==> config.mk <==
export PLATFORM = sky130hd
export DESIGN_NAME = ais_top
export DESIGN_NICKNAME = d
export VERILOG_FILES = /design/src/hw/ais_pkg.sv /design/src/hw/ais_fifo.sv /design/src/hw/ais_smooth_chan.sv /design/src/hw/ais_top.sv
export VERILOG_INCLUDE_DIRS = /design/src /design/src/hw
export SDC_FILE = /design/constraint.sdc
export NUM_CORES = 2
export LEC_CHECK = 0
export ABC_AREA = 1
export BUFFER_PORTS_ARGS = -buffer_cell sky130_fd_sc_hd__buf_4
export CELL_PAD_IN_SITES_DETAIL_PLACEMENT = 2
export CELL_PAD_IN_SITES_GLOBAL_PLACEMENT = 2
export CORE_MARGIN = 3
export CORE_UTILIZATION = 35
export DETAILED_ROUTE_END_ITERATION = 8
export PLACE_DENSITY_LB_ADDON = 0.15
export SLEW_MARGIN = 10
export SYNTH_ARGS = -nofsm -noshare
export SYNTH_HDL_FRONTEND = slang
export SYNTH_SLANG_ARGS = --single-unit
==> constraint.sdc <==
create_clock -name clk -period 9.5 [get_ports clk]
set_input_delay 0.475 -clock clk [delete_from_list [all_inputs] [get_ports clk]]
set_output_delay 0.475 -clock clk [all_outputs]
set_load 0.1 [all_outputs]
==> src/hw/ais_regs.svh <==
// constants for the analog input smoothing block
// assumes a 200 MHz clock and 12-bit samples spanning 0 to 10 V
`ifndef AIS_REGS_SVH
`define AIS_REGS_SVH
`define AIS_SAMPLE_W       12
`define AIS_FRAC_BITS      16
`define AIS_ACC_W          28
`define AIS_SHIFT_RESET    5'h03
`define AIS_SHIFT_MAX      5'h10
`define AIS_HYST_RESET     12'h004
`define AIS_CHANNELS       4
`define AIS_ANALOG_IN_BASE 8'h04
`define AIS_ANALOG_IN_LAST 8'h07
`define AIS_RELAY_IN_BASE  8'h08
`define AIS_RELAY_IN_LAST  8'h0F
`define AIS_FIFO_DEPTH     8
`define AIS_FIFO_HEADROOM  3
`define AIS_CLK_MHZ        200
`define AIS_READOUT_TYP_MS 5
`define AIS_READOUT_MAX_MS 40
`define AIS_READOUT_MAX_CYC (`AIS_READOUT_MAX_MS * 1000 * `AIS_CLK_MHZ)
`endif

==> src/hw/ais_pkg.sv <==
// types shared by the analog input smoothing block
// assumes the constants header is included by each user
package ais_pkg;
   typedef logic [11:0] ais_sample_t;
   typedef logic [7:0]  ais_pin_t;
   typedef enum logic {AIS_KIND_ANALOG, AIS_KIND_RELAY} ais_kind_t;
   typedef enum logic [1:0] {AIS_RD_IDLE, AIS_RD_HIT, AIS_RD_MISS} ais_rd_t;
endpackage

==> src/hw/ais_fifo.sv <==
// small synchronous fifo with valid/ready on both sides
// assumes one clock and an active-low asynchronous reset
`timescale 1ns/100ps
module ais_fifo
   import ais_pkg::*;
#(
   parameter int WIDTH = 22,
   parameter int DEPTH = 8
)
(
   input  wire logic                     clk,
   input  wire logic                     rst_n,
   input  wire logic                     inValid,
   output logic                          inReady,
   input  wire logic [WIDTH-1:0]         inData,
   output logic                          outValid,
   input  wire logic                     outReady,
   output logic [WIDTH-1:0]              outData,
   output logic [$clog2(DEPTH):0]        count
);
   localparam int AW = $clog2(DEPTH);
   logic [WIDTH-1:0] mem [DEPTH];
   logic [AW:0]      wrPtr;
   logic [AW:0]      rdPtr;
   logic [AW:0]      next_wrPtr;
   logic [AW:0]      next_rdPtr;
   logic             push;
   logic             pop;

   // full when pointers differ only in the wrap bit
   always_comb
   begin
      inReady    = (wrPtr ^ rdPtr) != {1'b1, {AW{1'b0}}};
      outValid   = wrPtr != rdPtr;
      outData    = mem[rdPtr[AW-1:0]];
      count      = wrPtr - rdPtr;
      push       = inValid && inReady;
      pop        = outValid && outReady;
      next_wrPtr = push ? wrPtr + 1'b1 : wrPtr;
      next_rdPtr = pop ? rdPtr + 1'b1 : rdPtr;
   end

   // pointers
   always_ff @(posedge clk or negedge rst_n)
   begin
      if (!rst_n)
      begin
         wrPtr <= '0;
         rdPtr <= '0;
      end
      else
      begin
         wrPtr <= next_wrPtr;
         rdPtr <= next_rdPtr;
      end
   end

   // storage, no reset needed
   always_ff @(posedge clk)
   begin
      if (push)
         mem[wrPtr[AW-1:0]] <= inData;
   end
endmodule

==> src/hw/ais_smooth_chan.sv <==
// one channel: recursive lowpass followed by hysteresis
// assumes one sample strobe at most per cycle and settings in range
`timescale 1ns/100ps
`include "ais_regs.svh"
module ais_smooth_chan
   import ais_pkg::*;
(
   input  wire logic        clk,
   input  wire logic        rst_n,
   input  wire logic        sampleStrobe,
   input  wire ais_sample_t sampleData,
   input  wire logic [4:0]  shiftSetting,
   input  wire ais_sample_t hystWindow,
   output logic             acceptStrobe,
   output ais_sample_t      activeValue
);
   logic [`AIS_ACC_W-1:0] acc;
   logic [`AIS_ACC_W-1:0] next_acc;
   logic [`AIS_ACC_W-1:0] scaledIn;
   ais_sample_t           next_activeValue;
   ais_sample_t           filtered;
   ais_sample_t           distance;
   logic                  primed;
   logic                  next_primed;
   logic                  next_acceptStrobe;

   // filter, then hysteresis on the new filtered value
   always_comb
   begin
      scaledIn          = {sampleData, {`AIS_FRAC_BITS{1'b0}}} >> shiftSetting;
      next_acc          = acc;
      next_activeValue  = activeValue;
      next_primed       = primed;
      next_acceptStrobe = 1'b0;
      if (sampleStrobe)
         next_acc = acc - (acc >> shiftSetting) + scaledIn;
      filtered = next_acc[`AIS_ACC_W-1:`AIS_FRAC_BITS];
      distance = (filtered > activeValue) ? filtered - activeValue
                                          : activeValue - filtered;
      if (sampleStrobe && (!primed || distance > hystWindow))
      begin
         next_activeValue  = filtered;
         next_primed       = 1'b1;
         next_acceptStrobe = 1'b1;
      end
   end

   // state registers
   always_ff @(posedge clk or negedge rst_n)
   begin
      if (!rst_n)
      begin
         acc          <= '0;
         activeValue  <= '0;
         primed       <= 1'b0;
         acceptStrobe <= 1'b0;
      end
      else
      begin
         acc          <= next_acc;
         activeValue  <= next_activeValue;
         primed       <= next_primed;
         acceptStrobe <= next_acceptStrobe;
      end
   end
endmodule

==> src/hw/ais_top.sv <==
// analog input smoothing: four channels, pin numbering, fifo to the reader
// each channel filters and thresholds its own samples; accepted values are
// queued with their global pin number, and a pin can also be read directly
// assumes adc samples arrive synchronous to clk with a channel number
// assumes the host paces reads and keeps settings and offset steady in use
`timescale 1ns/100ps
`include "ais_regs.svh"
module ais_top
   import ais_pkg::*;
(
   input  wire logic        clk,
   input  wire logic        rst_n,
   input  wire logic        sampleValid,
   input  wire logic [1:0]  sampleChan,
   input  wire ais_sample_t sampleData,
   output logic             sampleReady,
   input  wire logic        cfgWrite,
   input  wire logic [1:0]  cfgChan,
   input  wire logic [4:0]  cfgShift,
   input  wire ais_sample_t cfgHyst,
   output logic             cfgReject,
   input  wire ais_kind_t   addonKind,
   input  wire ais_pin_t    addonOffset,
   input  wire logic        readReq,
   input  wire ais_pin_t    readPin,
   output logic             readValid,
   output logic             readMiss,
   output ais_sample_t      readData,
   output logic             outValid,
   output logic [1:0]       outChan,
   output ais_pin_t         outPin,
   output ais_sample_t      outData,
   input  wire logic        outReady
);
   // fifo word from the top down: channel, global pin, accepted value
   localparam int VAL_W  = `AIS_SAMPLE_W;
   localparam int PIN_LO = VAL_W;
   localparam int PIN_HI = PIN_LO + 7;
   localparam int CH_LO  = PIN_HI + 1;
   localparam int CH_HI  = CH_LO + 1;
   localparam int FW     = CH_HI + 1;
   // fill count and the level at which intake pauses for samples in flight
   localparam int CW = $clog2(`AIS_FIFO_DEPTH) + 1;
   localparam logic [CW-1:0] READY_LIMIT = CW'(`AIS_FIFO_DEPTH - `AIS_FIFO_HEADROOM);

   // per-channel settings
   logic [4:0]  shiftSet   [`AIS_CHANNELS];
   logic [4:0]  next_shiftSet [`AIS_CHANNELS];
   ais_sample_t hystSet    [`AIS_CHANNELS];
   ais_sample_t next_hystSet  [`AIS_CHANNELS];
   logic        next_cfgReject;
   logic        cfgLegal;

   // channel pipeline
   logic [`AIS_CHANNELS-1:0] chanStrobe;
   logic [`AIS_CHANNELS-1:0] chanAccept;
   ais_sample_t              chanActive [`AIS_CHANNELS];
   logic [1:0]               chanDelayed;
   logic [1:0]               next_chanDelayed;
   logic                     next_sampleReady;
   logic                     takeSample;

   // fifo and output stage
   logic          fifoInValid;
   logic          fifoInReady;
   logic [FW-1:0] fifoInData;
   logic          fifoOutValid;
   logic          fifoOutReady;
   logic [FW-1:0] fifoOutData;
   logic [CW-1:0] fifoCount;
   ais_pin_t      pushPin;
   logic          next_outValid;
   logic [1:0]    next_outChan;
   ais_pin_t      next_outPin;
   ais_sample_t   next_outData;
   logic [1:0]    headChan;
   ais_pin_t      headPin;
   ais_sample_t   headData;

   // read port
   ais_rd_t     next_readState;
   ais_sample_t next_readData;
   ais_pin_t    localPin;
   ais_pin_t    analogSlot;
   logic        pinBelowAddon;
   logic        pinAnalogIn;

   // settings: order above 16 is refused, old value kept
   always_comb
   begin
      next_cfgReject = 1'b0;
      cfgLegal       = cfgShift <= `AIS_SHIFT_MAX;
      for (int i = 0; i < `AIS_CHANNELS; i++)
      begin
         next_shiftSet[i] = shiftSet[i];
         next_hystSet[i]  = hystSet[i];
      end
      if (cfgWrite)
      begin
         if (!cfgLegal)
            next_cfgReject = 1'b1;
         else
         begin
            next_shiftSet[cfgChan] = cfgShift;
            next_hystSet[cfgChan]  = cfgHyst;
         end
      end
   end

   // settings registers, reset to order 3 and a 4-code window
   always_ff @(posedge clk or negedge rst_n)
   begin
      if (!rst_n)
      begin
         for (int i = 0; i < `AIS_CHANNELS; i++)
         begin
            shiftSet[i] <= `AIS_SHIFT_RESET;
            hystSet[i]  <= `AIS_HYST_RESET;
         end
         cfgReject <= 1'b0;
      end
      else
      begin
         for (int i = 0; i < `AIS_CHANNELS; i++)
         begin
            shiftSet[i] <= next_shiftSet[i];
            hystSet[i]  <= next_hystSet[i];
         end
         cfgReject <= next_cfgReject;
      end
   end

   // sample intake, ready leaves room for samples still in flight
   always_comb
   begin
      takeSample       = sampleValid && sampleReady;
      next_sampleReady = fifoInReady && fifoCount <= READY_LIMIT;
      next_chanDelayed = takeSample ? sampleChan : chanDelayed;
   end

   // steer a taken sample to the filter of its channel only
   always_comb
   begin
      for (int i = 0; i < `AIS_CHANNELS; i++)
         chanStrobe[i] = takeSample && (sampleChan == 2'(i));
   end

   // intake registers
   always_ff @(posedge clk or negedge rst_n)
   begin
      if (!rst_n)
      begin
         sampleReady <= 1'b0;
         chanDelayed <= 2'h0;
      end
      else
      begin
         sampleReady <= next_sampleReady;
         chanDelayed <= next_chanDelayed;
      end
   end

   // one independent filter and hysteresis per channel
   for (genvar g = 0; g < `AIS_CHANNELS; g++)
   begin : gChan
      ais_smooth_chan uChan
      (
         .clk          (clk),
         .rst_n        (rst_n),
         .sampleStrobe (chanStrobe[g]),
         .sampleData   (sampleData),
         .shiftSetting (shiftSet[g]),
         .hystWindow   (hystSet[g]),
         .acceptStrobe (chanAccept[g]),
         .activeValue  (chanActive[g])
      );
   end

   // accepted values go to the fifo with their global pin number
   always_comb
   begin
      pushPin     = addonOffset + `AIS_ANALOG_IN_BASE + {6'h00, chanDelayed};
      fifoInValid = |chanAccept;
      fifoInData  = {chanDelayed, pushPin, chanActive[chanDelayed]};
   end

   // eight-word queue between the channels and the output register
   ais_fifo #(
      .WIDTH (FW),
      .DEPTH (`AIS_FIFO_DEPTH)
   ) uFifo
   (
      .clk      (clk),
      .rst_n    (rst_n),
      .inValid  (fifoInValid),
      .inReady  (fifoInReady),
      .inData   (fifoInData),
      .outValid (fifoOutValid),
      .outReady (fifoOutReady),
      .outData  (fifoOutData),
      .count    (fifoCount)
   );

   // fields of the word at the head of the fifo
   assign headChan = fifoOutData[CH_HI:CH_LO];
   assign headPin  = fifoOutData[PIN_HI:PIN_LO];
   assign headData = fifoOutData[VAL_W-1:0];

   // output register refills when empty or being taken
   always_comb
   begin
      fifoOutReady  = !outValid || outReady;
      next_outValid = outValid && !outReady;
      next_outChan  = outChan;
      next_outPin   = outPin;
      next_outData  = outData;
      if (fifoOutValid && fifoOutReady)
      begin
         next_outValid = 1'b1;
         next_outChan  = headChan;
         next_outPin   = headPin;
         next_outData  = headData;
      end
   end

   // output register, held while the reader stalls
   always_ff @(posedge clk or negedge rst_n)
   begin
      if (!rst_n)
      begin
         outValid <= 1'b0;
         outChan  <= 2'h0;
         outPin   <= 8'h00;
         outData  <= 12'h000;
      end
      else
      begin
         outValid <= next_outValid;
         outChan  <= next_outChan;
         outPin   <= next_outPin;
         outData  <= next_outData;
      end
   end

   // pin decode: global pin back to local, below the offset lies further left
   always_comb
   begin
      localPin      = readPin - addonOffset;
      analogSlot    = localPin - `AIS_ANALOG_IN_BASE;
      pinBelowAddon = readPin < addonOffset;
      pinAnalogIn   = !pinBelowAddon && localPin >= `AIS_ANALOG_IN_BASE &&
                      localPin <= `AIS_ANALOG_IN_LAST;
   end

   // pin readout: analog inputs answer with their active value
   always_comb
   begin
      next_readState = AIS_RD_IDLE;
      next_readData  = readData;
      if (readReq)
      begin
         case (addonKind)
            AIS_KIND_ANALOG:
            begin
               if (pinAnalogIn)
               begin
                  next_readState = AIS_RD_HIT;
                  next_readData  = chanActive[analogSlot[1:0]];
               end
               else
                  next_readState = AIS_RD_MISS;
            end
            AIS_KIND_RELAY:
            begin
               // relay inputs sit at 8 to 15 and are not analog
               // and relay outputs are never read back here
               if (localPin >= `AIS_RELAY_IN_BASE && localPin <= `AIS_RELAY_IN_LAST)
                  next_readState = AIS_RD_MISS;
               else
                  next_readState = AIS_RD_MISS;
            end
            default:
               next_readState = AIS_RD_MISS;
         endcase
      end
   end

   // read answer registers, one-cycle pulses
   always_ff @(posedge clk or negedge rst_n)
   begin
      if (!rst_n)
      begin
         readData  <= 12'h000;
         readValid <= 1'b0;
         readMiss  <= 1'b0;
      end
      else
      begin
         readData  <= next_readData;
         readValid <= next_readState == AIS_RD_HIT;
         readMiss  <= next_readState == AIS_RD_MISS;
      end
   end
endmodule

; ---- Word level (Yosys, flattened, before mapping)
; Memory sizes are Yosys's and may differ from the RTL's. A register that Yosys moved wholly into a read port is not among the register bits.
; Cells that the tools add are included.
[totals]
reg_bits = 263
latchBits = 0
mem_bits_rw = 176
romBits = 0
input_bits = 56
elab_cells = 163
mem_count = 1
[memory_table]
columns = memory, depth, width, rd, rd_clocked_by_memory_dff, write_ports, line_no
row1 = uFifo.mem, 8, 22, 1, 1, 1, ais_fifo.sv:22  ; logic [WIDTH-1:0] mem [DEPTH];
[classes]
n_addsub = 23
mul = 0
div = 0
n_lt_le_gt_ge = 17
eq_ne = 7
shift = 8
n_mux = 32
bitwise = 5
n_reduce_logical = 33
[ops]
columns = cell, count
row1 = 28-bit by 5-bit >> shifter with 28-bit output, 8
row2 = 28-bit adder, 4
row3 = 28-bit 2-to-1 mux, 4
row4 = 28-bit subtractor, 4
row5 = 12-bit 2-to-1 mux, 9
row6 = 12-bit > comparator, 8
row7 = 12-bit subtractor, 8
row8 = 12-bit binary-select mux with 2-bit select, 2
row9 = 48-bit bitwise mux, 1
row10 = 12-bit demux with 2-bit select, 1
row11 = 20-bit bitwise mux, 1
row12 = 1-bit logical AND, 16
row13 = 5-bit demux with 2-bit select, 1
row14 = 3-bit >= comparator (second input constant), 3
row15 = 1-bit 2-to-1 mux, 9
row16 = 2-bit NOT with 3-bit output, 3
row17 = 4-bit by 1-bit adder with 4-bit output (second input constant), 2
row18 = 8-bit by 2-bit adder with 8-bit output, 1
row19 = 8-bit by 3-bit adder with 8-bit output (second input constant), 1
row20 = 8-bit by 3-bit >= comparator with 1-bit output (second input constant), 1
row21 = 8-bit by 3-bit <= comparator with 1-bit output (second input constant), 1
row22 = 1-bit zero test, 8
row23 = 8-bit < comparator, 1
row24 = 8-bit subtractor, 1
row25 = other kinds (19), 27

; ---- Logic depth before layout (Yosys ltp)
[logic_depth]
ltp_word = 10
mapped_depth = 55

; ---- Modules after synthesis
; Synthesis repeated with hierarchy kept, for this count alone.
[unflattened]
hier_cells = 6886
area_unflattened_um2 = 46099.2
[modules_own_cells]
columns = module, n_inst, cells_each, area_each_um2, seq_area_each_um2
row1 = ais_smooth_chan at gChan[2].uChan ..., 2, 1336, 8007.7, 1051.0
row2 = ais_fifo, 1, 852, 8323.0, 5485.3
row3 = ais_smooth_chan at gChan[1].uChan, 1, 1338, 8074.0, 1051.0
row4 = ais_smooth_chan at gChan[0].uChan, 1, 1347, 7958.9, 1051.0
row5 = ais_top, 1, 677, 5728.0, 2742.6

; ---- Least setup slack after synthesis
; Ideal clock, no wire load.
[synth_timing]
kind = reg-to-reg
startpoint = register shiftSet[15] in the netlist's numbering
endpoint = register gChan[0].uChan.activeValue[0]
setup_ps = 128
arrival_time_ps = 6195
setup_slack_ps = 3178
path_stages_with_launch = 49
period_less_slack_ps = 6322
cell_sequence = dfstp_2 -> buf_2 -> buf_2 -> nand2_1 -> o21ai_0 -> mux2i_1 -> or2_2 -> o211ai_1 -> nand3_1 -> o21ai_0 -> inv_1 -> fa_1 -> inv_1 -> ha_1 -> nand2_1 -> nand3_1 -> nand2_1 -> nand2_1 -> [13 not listed] -> nand2_2 -> inv_2 -> nand2_1 -> nand2_1 -> inv_1 -> ha_1 -> nand2_1 -> nor2_1 -> nand2_1 -> nor2_1 -> nand2_1 -> nand3_1 -> nand2_1 -> nand2_1 -> nand2_1 -> buf_2 -> nand2_1 -> o21ai_0
[synth_via]
elab_chain_len = 9
word_cells_on_any_way = 12
classes_between = add/sub: 4 / order compare: 2 / shift: 2 / mux: 2 / reduce/logical: 2
[synth_lines]
columns = item, line_no
row1 = start: declaration, ais_top.sv:47  ; logic [4:0] shiftSet [`AIS_CHANNELS];
row2 = start signal: indexed assignment, ais_top.sv:117  ; shiftSet[i] <= `AIS_SHIFT_RESET;
row3 = start signal: indexed assignment, ais_top.sv:126  ; shiftSet[i] <= next_shiftSet[i];
row4 = 28-bit by 5-bit >> shifter with 28-bit output, ais_smooth_chan.sv:36  ; next_acc = acc - (acc >> shiftSetting) + scaledIn;
row5 = 28-bit subtractor, ais_smooth_chan.sv:36
row6 = 28-bit adder *, ais_smooth_chan.sv:36
row7 = 28-bit 2-to-1 mux *, ais_smooth_chan.sv:35  ; if (sampleStrobe)
row8 = named net gChan[0].uChan.next_acc[16], ais_smooth_chan.sv:18  ; logic [`AIS_ACC_W-1:0] next_acc;
row9 = 12-bit subtractor (tied with other cells), ais_smooth_chan.sv:39  ; : activeValue - filtered;
row10 = 12-bit 2-to-1 mux, ais_smooth_chan.sv:38  ; distance = (filtered > activeValue) ? filtered - activeValue
row11 = 12-bit > comparator, ais_smooth_chan.sv:40  ; if (sampleStrobe && (!primed || distance > hystWindow))
row12 = 1-bit logical OR, ais_smooth_chan.sv:40
row13 = 1-bit logical AND, ais_smooth_chan.sv:40
row14 = end signal: assignment, ais_smooth_chan.sv:61  ; activeValue <= next_activeValue;
row15 = end: declaration, ais_smooth_chan.sv:15  ; output ais_sample_t activeValue
; The timed path passes the listed nets; every way through them passes the cells marked *.
; A chain may end at the register's enable or synchronous reset.

; ---- Worst setup path in the final report
[layout_timing]
startpoint = register shiftSet[10] in the netlist's numbering
endpoint = register gChan[1].uChan.activeValue[5]
[layout_via]
elab_chain_len = 9
word_cells_on_any_way = 12
classes_between = add/sub: 4 / order compare: 2 / shift: 2 / mux: 2 / reduce/logical: 2
[layout_lines]
columns = item, line_no
row1 = 28-bit by 5-bit >> shifter with 28-bit output, ais_smooth_chan.sv:36
row2 = 28-bit subtractor, ais_smooth_chan.sv:36
row3 = 28-bit adder *, ais_smooth_chan.sv:36
row4 = 28-bit 2-to-1 mux *, ais_smooth_chan.sv:35
row5 = named net gChan[1].uChan.next_acc[18], ais_smooth_chan.sv:18
row6 = 12-bit subtractor (tied with other cells), ais_smooth_chan.sv:39
row7 = 12-bit 2-to-1 mux *, ais_smooth_chan.sv:38
row8 = 12-bit > comparator *, ais_smooth_chan.sv:40
row9 = 1-bit logical OR *, ais_smooth_chan.sv:40
row10 = 1-bit logical AND *, ais_smooth_chan.sv:40
row11 = end signal: assignment, ais_smooth_chan.sv:61
row12 = end: declaration, ais_smooth_chan.sv:15
; Marks and branches as above.

==> impl_results.md <==
- Worst hold path type: in2reg
- FF-to-FF End: gChan[1].uChan.activeValue[5]
- Post-route ant nets: 0
- Slew @ Worst Pin: 1.20 ns
- Top cell type's share of synthesized area: 16.1%
- Share of cells above drive strength 1: 5.85%
- CP dominant cell by count: nand2_1
- First-pass GRT wire length: 290000 µm
- Core Box Area: ~120000 µm²
- Register area share after synthesis: between 20% and 30%
- Hold Worst Slack: between 0.06 and 0.07 ns
- Max-cap violations: 0
- Initial core utilization: 35.3%
- Reg2reg start: shiftSet[10]
- Family with the most delay on the worst path: simple AND/OR/NAND/NOR gates
- CP peak stage delay: 0.82 ns
- Startpoint types: flip-flop
- TritonCTS Buffers: 58
- Fin area: 46800 µm²
- Post-Synthesis Cell Area: 42400 µm²
- Post-route DRC: 0
- Largest cells by area after synthesis: dfrtp_1 (16%), nand2_1 (15%), edfxtp_1 (12%)
- Root buffer selected by CTS: clkbuf_16
- Vias in the first global route: roughly 46000
- Unrepaired setup endpoints after global routing: false
- Synth cell count leaders: nand2_1 (1713), inv_1 (871), o21ai_0 (815), nor2_1 (474), a21oi_1 (340)
- Max-slew headroom: 20.1%
- Tot GR Track Use: approximately 30%
- Finished Core Util: around two fifths
- Crit. End Element: flip-flop
- Peak Freq: ~110 MHz
- H-tree level count: 2
- Most common cell in the netlist: nand2_1
- Fraction of registers with async set or reset after synthesis: about 62%
- Worst setup path class: reg2reg
- Largest net degree at the start of global routing: ~120
- Hold Violations, Final: 0
- Clk sinks: approximately 460
- Synth-to-Final Area Change: 10.4%
- Hold Crit Depth: 3
- IO buf count: 94
- Hold wc startpoint: cfgWrite
- Syn Inst Count: ~6200
- Clock skew: 0.0468 ns
- Vias per cell: 5.43
- Depth of the worst register-to-register path: 48
- Worst path arrival time: 9.30 ns
- Pre-antenna DRT Iters: 6
- Worst-Skew Late Latency: slightly above 0.7 ns
- Placer Congestion: 0.959
- Die area: 125000 µm²
- Iter 0 DRT Violations: 2807
- # rows: 127
- DIE WIDTH: ~350 µm
- Syn_area_per_cell: 6.86 µm²
- Routed wire length: 191000 µm
- Die Ht: 354 µm
- Reg2reg setup slack: roughly 0.78 ns
- DP HPWL: 151000 µm
- Placed Instance Area: 44600 µm²
- Yosys top cell by area: dfrtp_1
- Sum Neg Setup Slack: 0 ns
- Ports: 95
- Synth unique cells: 55
- Worst-path fanout max: 38
- Buf+Inv Stages, Crit Path: 7
- Status: finished, final reports clean
- Synthesized flop and latch total: around 460
- Clock buffer depth: 3
- Ratio of final minimum period to clock period: 91.8%
- Number of synthesized flops with an enable pin: roughly 180
- Final setup fails: 0
- Critical path required time: 10.08 ns
- Main synth FF type: dfrtp_1
- GRT overflow: 0
- Clk slew on worst S/H paths: 0.07 ns
- Syn_nets: 6630
- Vias: 42600
- Nets: 6617
- Final Slew Violations: 0
- Antenna violations before repair: 7
- Slowest CP cell: dfstp_4
- Routed WL per cell: 24.3 µm
- Syn. warnings: 0
- CTS tree: built
- Min Tclk post-route: ~8.7 ns
- Hold EP: cfgReject
final cells by class:
class,count,area (µm²)
antenna,3,7.51
fill,14600,73300
clock buffer,74,1540
tap,1612,2020
timing repair inverter,3,17.5
inverter,887,3350
sequential,461,12400
clock inverter,36,513
multi-input combinational,4593,25600
timing repair buffer,171,1330
metal layers:
metal / global-route usage [%] / share of wire (%) / up-vias
li1: - / - / 20100
met1: 40.8 / 46 / 21600
met2: 51.0 / 48 / 672
met3: 2.63 / 3.2 / 212
met4: 7.40 / 2.6 / 4
met5: 0 / 0.013 / -
cell usage in the layout, fill, tap and decap left out, types with 6 or more instances in the layout:
cell        instances
nor3_1             29
dfrtp_1           272
buf_4             164
nand3_1           238
mux2i_1            65
ha_1              267
edfxtp_1          176
dfstp_2             9
clkinv_2            6
nor2_1            466
a21oi_1           339
a21o_1              6
o21a_1             12
xor2_1             83
o21ai_1            28
o22ai_1            87
inv_6               8
o21ai_0           813
nand3b_1           14
clkinvlp_4         12
nand2_1          1710
and2_1             13
xnor2_1            51
clkinv_1            8
o21bai_1           18
nor2_2              9
inv_1             868
or2_2              45
o211ai_1           46
a31oi_1            35
bufinv_16           8
fa_1              119
nand4_1            56
clkbuf_1           13
clkbuf_16          58
inv_2               6
worst register-to-register path: cells and delay by family (launching register included):
kind                     cells  cell delay [ns]
AO/OA/AOI/OAI                8             1.60
adder cells (fa/ha/maj)      4             1.64
buffers and inverters        7             1.09
flip-flops                   1             0.82
multiplexers                 1             0.16
AND/OR/NAND/NOR             28             3.30
sequential cells by signal, indices dropped and copies added (netlist names):
register and count:
cfgReject 1, chanDelayed 2, gChan.uChan.acc 112, gChan.uChan.acceptStrobe 4, gChan.uChan.activeValue 48, gChan.uChan.primed 4, hystSet 48, outChan 2
outData 12, outPin 8, outValid 1, readData 12, readMiss 1, readValid 1, sampleReady 1, shiftSet 20
uFifo.mem 176, uFifo.rdPtr 4, uFifo.wrPtr 4
stage by stage:
stage / setup WS [ns] / std cells
2_1_floorplan: 3.18 / 6188
3_3_place_gp: 0.836 / 7718
3_5_place_dp: 0.547 / 7718
4_1_cts: 0.472 / 7829
5_1_grt: 0.0595 / 7837
6_report: 0.778 / 7840
kinds of logic (layout without fill, tap and decap cells):
family                     Yosys count  count (layout)  synth area share (%)
buffers and inverters             1134            1171                  10.5
adders and majority gates          386             386                  13.5
xor gates and xnor gates           135             135                  2.79
muxes                               66              66                  1.56
and+or+nand+nor                   2601            2601                  24.7
DFF                                461             461                  29.3
AOI/OAI and AO/OA                 1405            1405                  17.6
other                                0               3                     0
how the worst max path moves through the flow:
stage | depth (start not counted) | end | start | slack, ns
6_report | 48 | gChan[1].uChan.activeValue[5] | shiftSet[10] | 0.78
5_1_grt | 47 | gChan[1].uChan.activeValue[10] | shiftSet[10] | 0.06
4_1_cts | 43 | gChan[2].uChan.activeValue[3] | shiftSet[6] | 0.47
3_5_place_dp | 46 | gChan[0].uChan.activeValue[6] | shiftSet[15] | 0.55
3_3_place_gp | 44 | gChan[2].uChan.activeValue[3] | shiftSet[6] | 0.84
2_1_floorplan | 48 | gChan[0].uChan.activeValue[0] | shiftSet[15] | 3.18
timing repair:
item                                   4_1_cts  5_1_grt
hold buffers                                 1        0
gates resized for setup                      0       22
buffers inserted                             0        5
endpoints found under the hold margin       63        0
setup endpoints to repair                    0       38
Power is not shown: default switching activity piles up to over one toggle a cycle in this logic, so the estimate is an artifact.
